$ cat config.mk
export PLATFORM = sky130hd
export DESIGN_NAME = tcpio_top
export DESIGN_NICKNAME = d
export VERILOG_FILES = /design/src/rtl/tcpio_top.v
export VERILOG_INCLUDE_DIRS = /design/src /design/src/rtl
export SDC_FILE = /design/constraint.sdc
export NUM_CORES = 1
export LEC_CHECK = 0
export BUFFER_PORTS_ARGS = -buffer_cell sky130_fd_sc_hd__buf_2
export CAP_MARGIN = 20
export CORE_UTILIZATION = 35
export DETAILED_ROUTE_END_ITERATION = 10
export PLACE_DENSITY = 0.66
export SYNTH_ARGS = -nofsm -noshare
export SYNTH_HDL_FRONTEND = slang
export SYNTH_SLANG_ARGS = --single-unit
$ cat constraint.sdc
create_clock -name clk -period 2.2 [get_ports clk]
set_input_delay 0.22 -clock clk [delete_from_list [all_inputs] [get_ports clk]]
set_output_delay 0.22 -clock clk [all_outputs]
set_load 0.01 [all_outputs]
$ cat src/rtl/tcpio_consts.vh
// Constants for the timer channel pin control block.
`ifndef TCPIO_CONSTS_VH
`define TCPIO_CONSTS_VH
// ****************************************************************
// Register byte offsets
// ****************************************************************
`define TCPIO_OFF_OUT_LEVEL 12'h000
`define TCPIO_OFF_OUT_ENABLE 12'h004
`define TCPIO_OFF_OUT_MODE 12'h008
`define TCPIO_OFF_OUT_POLARITY 12'h00c
`define TCPIO_OFF_START 12'h010
`define TCPIO_OFF_RUNNING 12'h014
`define TCPIO_OFF_START_IRQ 12'h018
`define TCPIO_OFF_FILTER 12'h01c
`define TCPIO_OFF_CHAN_MODE 12'h020
`define TCPIO_OFF_IN_STATE 12'h024
// ****************************************************************
// Field positions and reset values
// ****************************************************************
`define TCPIO_CMODE_INTERVAL 2'h0
`define TCPIO_CMODE_CAPTURE 2'h1
`define TCPIO_CMODE_OTHER 2'h2
`define TCPIO_RST_OUT_LEVEL 4'h0
`define TCPIO_RST_FIELD 4'h0
`define TCPIO_CMODE_BITS 2
`endif

$ cat src/rtl/tcpio_top.v
// Timer channel output and input pin control with an AHB-Lite register slave.
// Notes on behaviour
// - Output mode bit: 0 master toggle output, 1 slave set/reset output.
// - Level bit: 0 positive logic, 1 negative logic output.
// - Output enable 1 makes software writes to that output bit void.
// - Output settings never disturb the counter side.
// - Master mode ignores level and toggles on every toggle event.
// - Slave mode takes the active level from the level bit.
// - Level change in slave mode acts only at next set or reset.
// - Slave set from master interrupt is delayed one count clock.
// - Simultaneous set and reset: reset wins, set discarded.
// - Output register: one bit per channel, writes only where enable 0.
// - Enabled outputs ignore writes but keep timer-driven changes.
// - Interval or capture with start-irq 1: interrupt at start, and toggle at start in master mode.
// - Start-irq 0: no interrupt, no toggle at count start.
// - Other modes: start-irq bit controls nothing at start.
// - Input passes noise filter then edge detector.
// - Filter off: input only synchronised.
// - Filter on: level accepted after three agreeing synchronised samples.
// - Slave level 0: master sets, slave resets; level 1 swaps.
// - Enable 0: interrupts do not touch the output bit.
// - Output register reads back the pin levels at any time.
// - Filter adds two clocks of edge detection latency.
`timescale 1ns/1ps
`include "tcpio_consts.vh"
module tcpio_top #(
  parameter NCH = 4
) (
  // Clock and reset.
  input wire clk,
  input wire nrst,
  // AHB-Lite slave.
  input wire hsel,
  input wire [11:0] haddr,
  input wire [1:0] htrans,
  input wire hwrite,
  input wire [2:0] hsize,
  input wire [31:0] hwdata,
  input wire hready,
  output wire hreadyout,
  output wire hresp,
  output reg [31:0] hrdata,
  // Timer event inputs from the counter logic, one pulse per count clock.
  input wire [NCH-1:0] master_chan_irq,
  input wire [NCH-1:0] slave_chan_irq,
  input wire [NCH-1:0] count_start,
  // Timer input pins and their conditioned outputs.
  input wire [NCH-1:0] timer_in_pin,
  output reg [NCH-1:0] in_level,
  output reg [NCH-1:0] in_rise,
  output reg [NCH-1:0] in_fall,
  // Outputs toward the counter and pins.
  output reg [NCH-1:0] start_irq,
  output reg [NCH-1:0] chan_start_strobe,
  output reg [NCH-1:0] chan_running_flag,
  output reg [NCH-1:0] timer_out_pin
);
  localparam CW = `TCPIO_CMODE_BITS;
  // ****************************************************************
  // Register state
  // ****************************************************************
  reg [NCH-1:0] out_level_reg;
  reg [NCH-1:0] out_enable_reg;
  reg [NCH-1:0] out_mode_reg;
  reg [NCH-1:0] out_polarity_reg;
  reg [NCH-1:0] start_irq_reg;
  reg [NCH-1:0] filter_reg;
  reg [NCH*CW-1:0] chan_mode_reg;
  reg [NCH-1:0] set_dly_reg;
  reg [NCH-1:0] sync1_reg, sync2_reg, sync3_reg, filt_reg, prev_reg;
  reg [NCH-1:0] filt2_reg;
  reg [NCH-1:0] out_level_next;
  reg ph_valid_reg;
  reg ph_write_reg;
  reg [11:0] ph_addr_reg;
  reg [NCH-1:0] wdata;
  wire wr_en;
  integer i;

  function is_start_mode;
    input [CW-1:0] m;
    begin
      is_start_mode = (m == `TCPIO_CMODE_INTERVAL) ||
        (m == `TCPIO_CMODE_CAPTURE);
    end
  endfunction

  // ****************************************************************
  // Bus slave: zero wait states, always OKAY
  // ****************************************************************
  assign hreadyout = 1'b1;
  assign hresp = 1'b0;
  assign wr_en = ph_valid_reg & ph_write_reg;

  always @(posedge clk)
  begin
    if (!nrst)
    begin
      ph_valid_reg <= 1'b0;
      ph_write_reg <= 1'b0;
      ph_addr_reg <= 12'h000;
    end
    else if (hready)
    begin
      ph_valid_reg <= hsel & htrans[1];
      ph_write_reg <= hwrite;
      ph_addr_reg <= haddr;
    end
  end

  always @*
  begin
    wdata = hwdata[NCH-1:0];
  end

  // Read data is registered in the address phase so it stands in the data phase.
  always @(posedge clk)
  begin
    if (!nrst)
      hrdata <= 32'h00000000;
    else if (hready && hsel && htrans[1] && !hwrite)
    begin
      hrdata <= 32'h00000000;
      case (haddr)
        `TCPIO_OFF_OUT_LEVEL: hrdata[NCH-1:0] <= timer_out_pin;
        `TCPIO_OFF_OUT_ENABLE: hrdata[NCH-1:0] <= out_enable_reg;
        `TCPIO_OFF_OUT_MODE: hrdata[NCH-1:0] <= out_mode_reg;
        `TCPIO_OFF_OUT_POLARITY: hrdata[NCH-1:0] <= out_polarity_reg;
        `TCPIO_OFF_RUNNING: hrdata[NCH-1:0] <= chan_running_flag;
        `TCPIO_OFF_START_IRQ: hrdata[NCH-1:0] <= start_irq_reg;
        `TCPIO_OFF_FILTER: hrdata[NCH-1:0] <= filter_reg;
        `TCPIO_OFF_CHAN_MODE: hrdata[NCH*CW-1:0] <= chan_mode_reg;
        `TCPIO_OFF_IN_STATE: hrdata[NCH-1:0] <= in_level;
        default: hrdata <= 32'h00000000;
      endcase
    end
  end

  // ****************************************************************
  // Configuration registers
  // ****************************************************************
  always @(posedge clk)
  begin
    if (!nrst)
    begin
      out_enable_reg <= {NCH{1'b0}};
      out_mode_reg <= {NCH{1'b0}};
      out_polarity_reg <= {NCH{1'b0}};
      start_irq_reg <= {NCH{1'b0}};
      filter_reg <= {NCH{1'b0}};
      chan_mode_reg <= {NCH*CW{1'b0}};
      chan_start_strobe <= {NCH{1'b0}};
      chan_running_flag <= {NCH{1'b0}};
    end
    else
    begin
      // The start bit reads as zero; it only pulses one cycle.
      chan_start_strobe <= {NCH{1'b0}};
      if (wr_en)
      begin
        case (ph_addr_reg)
          `TCPIO_OFF_OUT_ENABLE: out_enable_reg <= wdata;
          `TCPIO_OFF_OUT_MODE: out_mode_reg <= wdata;
          `TCPIO_OFF_OUT_POLARITY: out_polarity_reg <= wdata;
          `TCPIO_OFF_START_IRQ: start_irq_reg <= wdata;
          `TCPIO_OFF_FILTER: filter_reg <= wdata;
          `TCPIO_OFF_CHAN_MODE: chan_mode_reg <= hwdata[NCH*CW-1:0];
          `TCPIO_OFF_START:
          begin
            chan_start_strobe <= wdata;
            chan_running_flag <= chan_running_flag | wdata;
          end
          // Writing ones to the running register stops those channels.
          `TCPIO_OFF_RUNNING:
            chan_running_flag <= chan_running_flag & ~wdata;
          default: ;
        endcase
      end
    end
  end

  // ****************************************************************
  // Output circuit
  // ****************************************************************
  // The output path only reads counter events and never feeds back into
  // them, so reconfiguring it while running cannot upset counting.
  always @*
  begin
    out_level_next = out_level_reg;
    for (i = 0; i < NCH; i = i + 1)
    begin
      if (wr_en && ph_addr_reg == `TCPIO_OFF_OUT_LEVEL &&
          !out_enable_reg[i])
        out_level_next[i] = wdata[i];
      else if (out_enable_reg[i])
      begin
        if (!out_mode_reg[i])
        begin
          // Polarity is not consulted in master mode.
          if (slave_chan_irq[i] ||
              (count_start[i] && start_irq_reg[i] &&
               is_start_mode(chan_mode_reg[i*CW +: CW])))
            out_level_next[i] = ~out_level_reg[i];
        end
        else
        begin
          // Set from master (delayed) and reset from slave, swapped by
          // polarity; only these events move the pin.
          if (slave_chan_irq[i])
            out_level_next[i] = out_polarity_reg[i];
          else if (set_dly_reg[i])
            out_level_next[i] = ~out_polarity_reg[i];
        end
      end
    end
  end

  always @(posedge clk)
  begin
    if (!nrst)
    begin
      out_level_reg <= {NCH{1'b0}};
      timer_out_pin <= {NCH{1'b0}};
      set_dly_reg <= {NCH{1'b0}};
      start_irq <= {NCH{1'b0}};
    end
    else
    begin
      out_level_reg <= out_level_next;
      timer_out_pin <= out_level_next;
      set_dly_reg <= master_chan_irq;
      for (i = 0; i < NCH; i = i + 1)
        start_irq[i] <= count_start[i] & start_irq_reg[i] &
          is_start_mode(chan_mode_reg[i*CW +: CW]);
    end
  end

  // ****************************************************************
  // Input path
  // ****************************************************************
  // Three flops synchronise; filter on needs the second and third to agree
  // twice in a row, which costs two clocks more.
  always @(posedge clk)
  begin
    if (!nrst)
    begin
      sync1_reg <= {NCH{1'b0}};
      sync2_reg <= {NCH{1'b0}};
      sync3_reg <= {NCH{1'b0}};
      filt_reg <= {NCH{1'b0}};
      filt2_reg <= {NCH{1'b0}};
      prev_reg <= {NCH{1'b0}};
      in_level <= {NCH{1'b0}};
      in_rise <= {NCH{1'b0}};
      in_fall <= {NCH{1'b0}};
    end
    else
    begin
      sync1_reg <= timer_in_pin;
      sync2_reg <= sync1_reg;
      sync3_reg <= sync2_reg;
      // A second filter stage gives the full two clocks of extra latency.
      filt2_reg <= filt_reg;
      for (i = 0; i < NCH; i = i + 1)
      begin
        if (sync2_reg[i] == sync3_reg[i])
          filt_reg[i] <= sync3_reg[i];
        if (!filter_reg[i])
          in_level[i] <= sync3_reg[i];
        else if (filt2_reg[i] == filt_reg[i] &&
                 filt_reg[i] == sync3_reg[i])
          in_level[i] <= filt2_reg[i];
      end
      prev_reg <= in_level;
      in_rise <= in_level & ~prev_reg;
      in_fall <= ~in_level & prev_reg;
    end
  end
endmodule

# Word level (Yosys, flattened, before mapping)
# Index checks and enable logic that the tools add are counted.
# word_totals
register_bits	106
in_bits	70
out_inout_bits	62
elab_cells	193
# classes
eq_ne	40
muxes	35
bitwise	25
n_reduce_logical	60
# ops
cell	count
$eq 12x5->1 const B	7
$eq 12x4->1 const B	4
$eq 12x6->1 const B	3
$pmux 4 s9	1
$mux 1	32
$eq 12x3->1 const B	2
$logic_not 12->1	2
$logic_and 1x1->1	20
$ne 4x2->1 const B	4
$reduce_and 3->1	5
$reduce_and 2->1	7
$and 4x4->4	3
$eq 1x1->1	12
$not 4->4	3
$reduce_bool 3->1	4
$and 1x1->1	10
$reduce_bool 2->1	5
$eq 2x1->1 const B	4
$logic_not 2->1	4
$logic_or 1x1->1	8
$ne 2x1->1 const B	4
$not 1->1	8
$pmux 4 s2	1
$logic_not 1->1	5
2 further kinds	2

# Depth between registers and ports, before layout
# logic_depth
depth_word	8
ltp_mapped	7
ltp_nobuf	5

# Least setup slack after synthesis
# No wires, ideal clock.
# synth_path
kind	reg2reg
from	register ph_addr_reg[0]
to	register out_level_reg[1]
setup_ns	0.116
arrival_ns	1.647
required_ns	2.084
path_slack_ns	0.437
path_stages_with_launch	6
path_buffers	0
synth_period_minus_slack_ns	1.763
cell_sequence	dfxtp_1 > or4_4 > nor4_4 > nand2_2 > mux2_1 > o211a_1
# synth_between
elab_chain_len	5
elab_cells_between_ends	8
cone_classes	eq/ne: 1; mux: 1; reduce/logical: 6
# synth_lines
element	line	text
from (decl)	tcpio_top.v:75	reg [11:0] ph_addr_reg;
from (signal assigned)	tcpio_top.v:107	ph_addr_reg <= haddr;
$logic_not 12->1 (no line) (*)	--	
$logic_and 1x1->1 (no line) (*)	--	
$logic_and 1x1->1 (*)	tcpio_top.v:192	if (wr_en && ph_addr_reg == `TCPIO_OFF_OUT_LEVEL &&
$ne 4x2->1 (no line) (tied with other cells)	--	
$reduce_and 3->1 (no line)	--	
to (signal assigned)	tcpio_top.v:222	out_level_reg <= {NCH{1'b0}};
to (signal assigned)	tcpio_top.v:229	out_level_reg <= out_level_next;
to (decl)	tcpio_top.v:62	reg [NCH-1:0] out_level_reg;
# Every way passes the cells marked *; elsewhere a longest branch is shown, timed or not.
# A chain may end at the register's enable or synchronous reset.

# Worst setup path in the final report
# layout_path
from	register ph_addr_reg[0]
to	register start_irq_reg[2]
# layout_between
elab_chain_len	2
# layout_lines
element	line	text
$eq 12x5->1	tcpio_top.v:161	case (ph_addr_reg)
$reduce_and 2->1 (no line)	--	
to (signal assigned)	tcpio_top.v:149	start_irq_reg <= {NCH{1'b0}};
to (signal assigned)	tcpio_top.v:165	`TCPIO_OFF_START_IRQ: start_irq_reg <= wdata;
to (decl)	tcpio_top.v:66	reg [NCH-1:0] start_irq_reg;
# Every way passes these cells.

==> impl_metrics.yaml <==
power_and_ir_drop:
  ir_worst_vdd_mv: 0.382
  cellLeakagePower_nw: 2.33
  power_per_cell_area_mw_per_mm2: 716
worst_setup_path:
  critPathKind: "flop to flop"
  crit_fanout: 4
  crit_end: "start_irq_reg[2]$_SDFFE_PN0P_"
  regToRegStartpoint: "ph_addr_reg[0]$_SDFFE_PN0P_"
  r2r_end: "start_irq_reg[2]$_SDFFE_PN0P_"
  reg2reg_depth: 5
  r2r_setup_slack_ps: 260
  cp.arrival_ps: 2160
  required_ps: 2430
  start_kind: "flop"
  critical_path.startpoint: "ph_addr_reg[0]$_SDFFE_PN0P_"
  endpoint_kind: "flop"
synth:
  netlist_top_cells_area: "dfxtp_1, mux2i_1, nor2_1"
  syn_area_per_cell_sq_um: 9.34
  ys_seq_elements: 106
  synth_edf_count: 0
  yosysUniqueCellTypes: 53
  ys.flop_type: "dfxtp_1"
  synth_area_leader_cell: "dfxtp_1"
  syn_area_sq_mm: 0.00451
  synth_top_cell_area_share: 0.471
  ys_seq_area_frac: 0.471
  synth_common_cells: "dfxtp_1, nor2_1, mux2i_1"
  ys_warn_count: 0
  syn_inst: 483
  yosysMostFrequentCell: "dfxtp_1"
  postSynth.asyncResetShare: 0
cts:
  root_buffer: "clkbuf_16"
  cts_max_path_buffers: 2
  post-cts-setup-buffers: 0
  tritoncts: "done"
  htreeDepth: 3
  insertion_delay_ps: 350
  cts_hold_buf: 0
  cts_resized: 0
  numCtsBuffers: 9
  path_clk_slew_ps: 70
  cts.sink_count: 106
route:
  via_per_inst: 4.82
  post-route-drc-count: 0
  ant_nets: 0
  drt-initial-drc-count: 329
  routedWlPerCell_um: 14.2
  finalWirelength_um: 10300
  vias: 3493
  drtPass1Iterations: 4
sta:
  grt_setup_unrepaired: "no"
  setup_viol: 0
  fin_skew_ps: 7.72
  post-route-period-util: 0.881
  period_needed_ps: 1940
  worst_slack_ps: 262
  hold_violations: 0
  relSlewSlack: 0.644
  tns_ps: 0
  max_freq_mhz: 516
  worstMarginPinSlew_ps: 529
  drv_slew: 0
placed_design:
  placed_cells: 711
  gp_routability_congestion: 0.825
  placed_area_sq_mm: 0.00497
  io_buffers: 77
  dp_worst_setup_slack_ps: 244
  dp_hpwl_um: 7280
final_layout:
  final_cell_area_sq_mm: 0.00525
  antenna_cells: 0
  fillers: 1252
  drive_gt1_frac: 0.206
  largest_reg_flops: 12
  multi_input_area_sq_mm: 0.00215
  stdcell_count: 725
  register_area_sq_mm: 0.00212
  area_growth_pct: 16.3
  finalNetCount: 620
global_routing:
  grt_pass1_wl_um: 16200
  grt_pass1_vias: 3142
  grt-ovfl-total: 0
  antenna_found_initial: 0
  grt_max_degree: 67
  grt_use_total: 0.161
outcome:
  outcome: "finished, final reports clean"
floorplanning:
  die-area_sq_mm: 0.0133
  fp-row-count: 41
  io_pins: 132
  die_w_um: 116
  start_util: 0.359
  fp.dieH_um: 116
  coreArea_sq_mm: 0.0126
hold_path:
  hp-class: "primary input to flop"
run:
  drv_cap: 0
==> cells by family (layout without fill, tap and decap cells) <==
kind of cell / Yosys count / after routing / synth area share
other cells: 2 / 26 / 0.00167
flops: 106 / 106 / 0.471
compound gates: 68 / 68 / 0.103
xor+xnor: 1 / 1 / 0.00194
simple gates: 192 / 192 / 0.223
mux: 56 / 56 / 0.127
buf+inv: 58 / 104 / 0.0721
==> metal layers <==
metal	vias to the layer above	track usage	part of all wire
met2	111	0.241	0.44
met4	0	0.0494	0.012
met1	1619	0.220	0.48
met5	-	0	0
li1	1752	-	-
met3	11	0.0513	0.074
==> layout by cell type, fill, tap and decap left out, types with 3 or more instances in the layout <==
cell       Yosys  layout
dfxtp_1      106     106
buf_2          4      77
nor2_1        64      64
mux2i_1       47      47
nand2_1       38      38
and2_1        28      28
conb_1         2      26
a21oi_1       15      15
nor3_1        13      13
o21ai_0       11      11
clkbuf_16      0       9
a31oi_1        8       8
buf_4         27       8
nand3_1        7       7
o21a_1         6       6
nor3b_1        5       5
nor2b_1        5       5
a22oi_1        5       5
mux2_2         5       5
nor3_2         4       4
mux2_1         4       4
a221o_1        4       4
o211a_1        4       4
nand3b_1       4       4
and4_1         4       4
inv_1          4       3
o311ai_0       3       3
==> worst max-delay path, cell delays in order (launching register included) <==
cell and delay, ps:
dfxtp_1 320, or4_4 580, nor3_2 250, and3b_1 390, mux2i_1 230, nor2_1 50
==> where the power goes <==
group          leakage [nW]  total, mW  switching (mW)  internal [mW]
combinational          1.34      0.244           0.151         0.0935
sequential            0.860       1.97          0.0219           1.95
clock                 0.131       1.54           0.670          0.869
total                  2.33       3.76           0.843           2.91
==> cell type report <==
| cell class | count | area share |
|---|---|---|
| Tap cell | 172 | 0.0410 |
| Timing Repair Buffer | 86 | 0.0887 |
| Inverter | 4 | 0.00286 |
| Clock buffer | 11 | 0.0444 |
| Multi-Input combinational cell | 343 | 0.410 |
| Clock inverter | 3 | 0.00811 |
| Sequential cell | 106 | 0.405 |
==> worst min path at each step <==
| stage | startpoint | cells after the start | to | slack (ps) |
|---|---|---|---|---|
| final | master_chan_irq[0] | 2 | set_dly_reg[0]$_SDFF_PN0_ | 70 |
| after CTS | master_chan_irq[0] | 2 | set_dly_reg[0]$_SDFF_PN0_ | 60 |
| after global placement | prev_reg[3]$_SDFF_PN0_ | 1 | in_rise[3]$_SDFF_PN0_ | 400 |
| after floorplan | count_start[0] | 2 | start_irq[0]$_SDFF_PN0_ | 350 |
| after global routing | master_chan_irq[1] | 2 | set_dly_reg[1]$_SDFF_PN0_ | 70 |
| after detailed placement | prev_reg[0]$_SDFF_PN0_ | 1 | in_rise[0]$_SDFF_PN0_ | 410 |
==> stage by stage <==
stage	hold WS [ps]	util	power, mW
CTS	62.9	0.417	3.79
finish	72.2	0.417	3.76
detailed placement	405	0.395	2.26
global placement	398	0.395	2.25
global route	70.6	0.417	3.91
floorplan	345	-	2.20
Note: power is estimated with default switching activity, not from simulation.
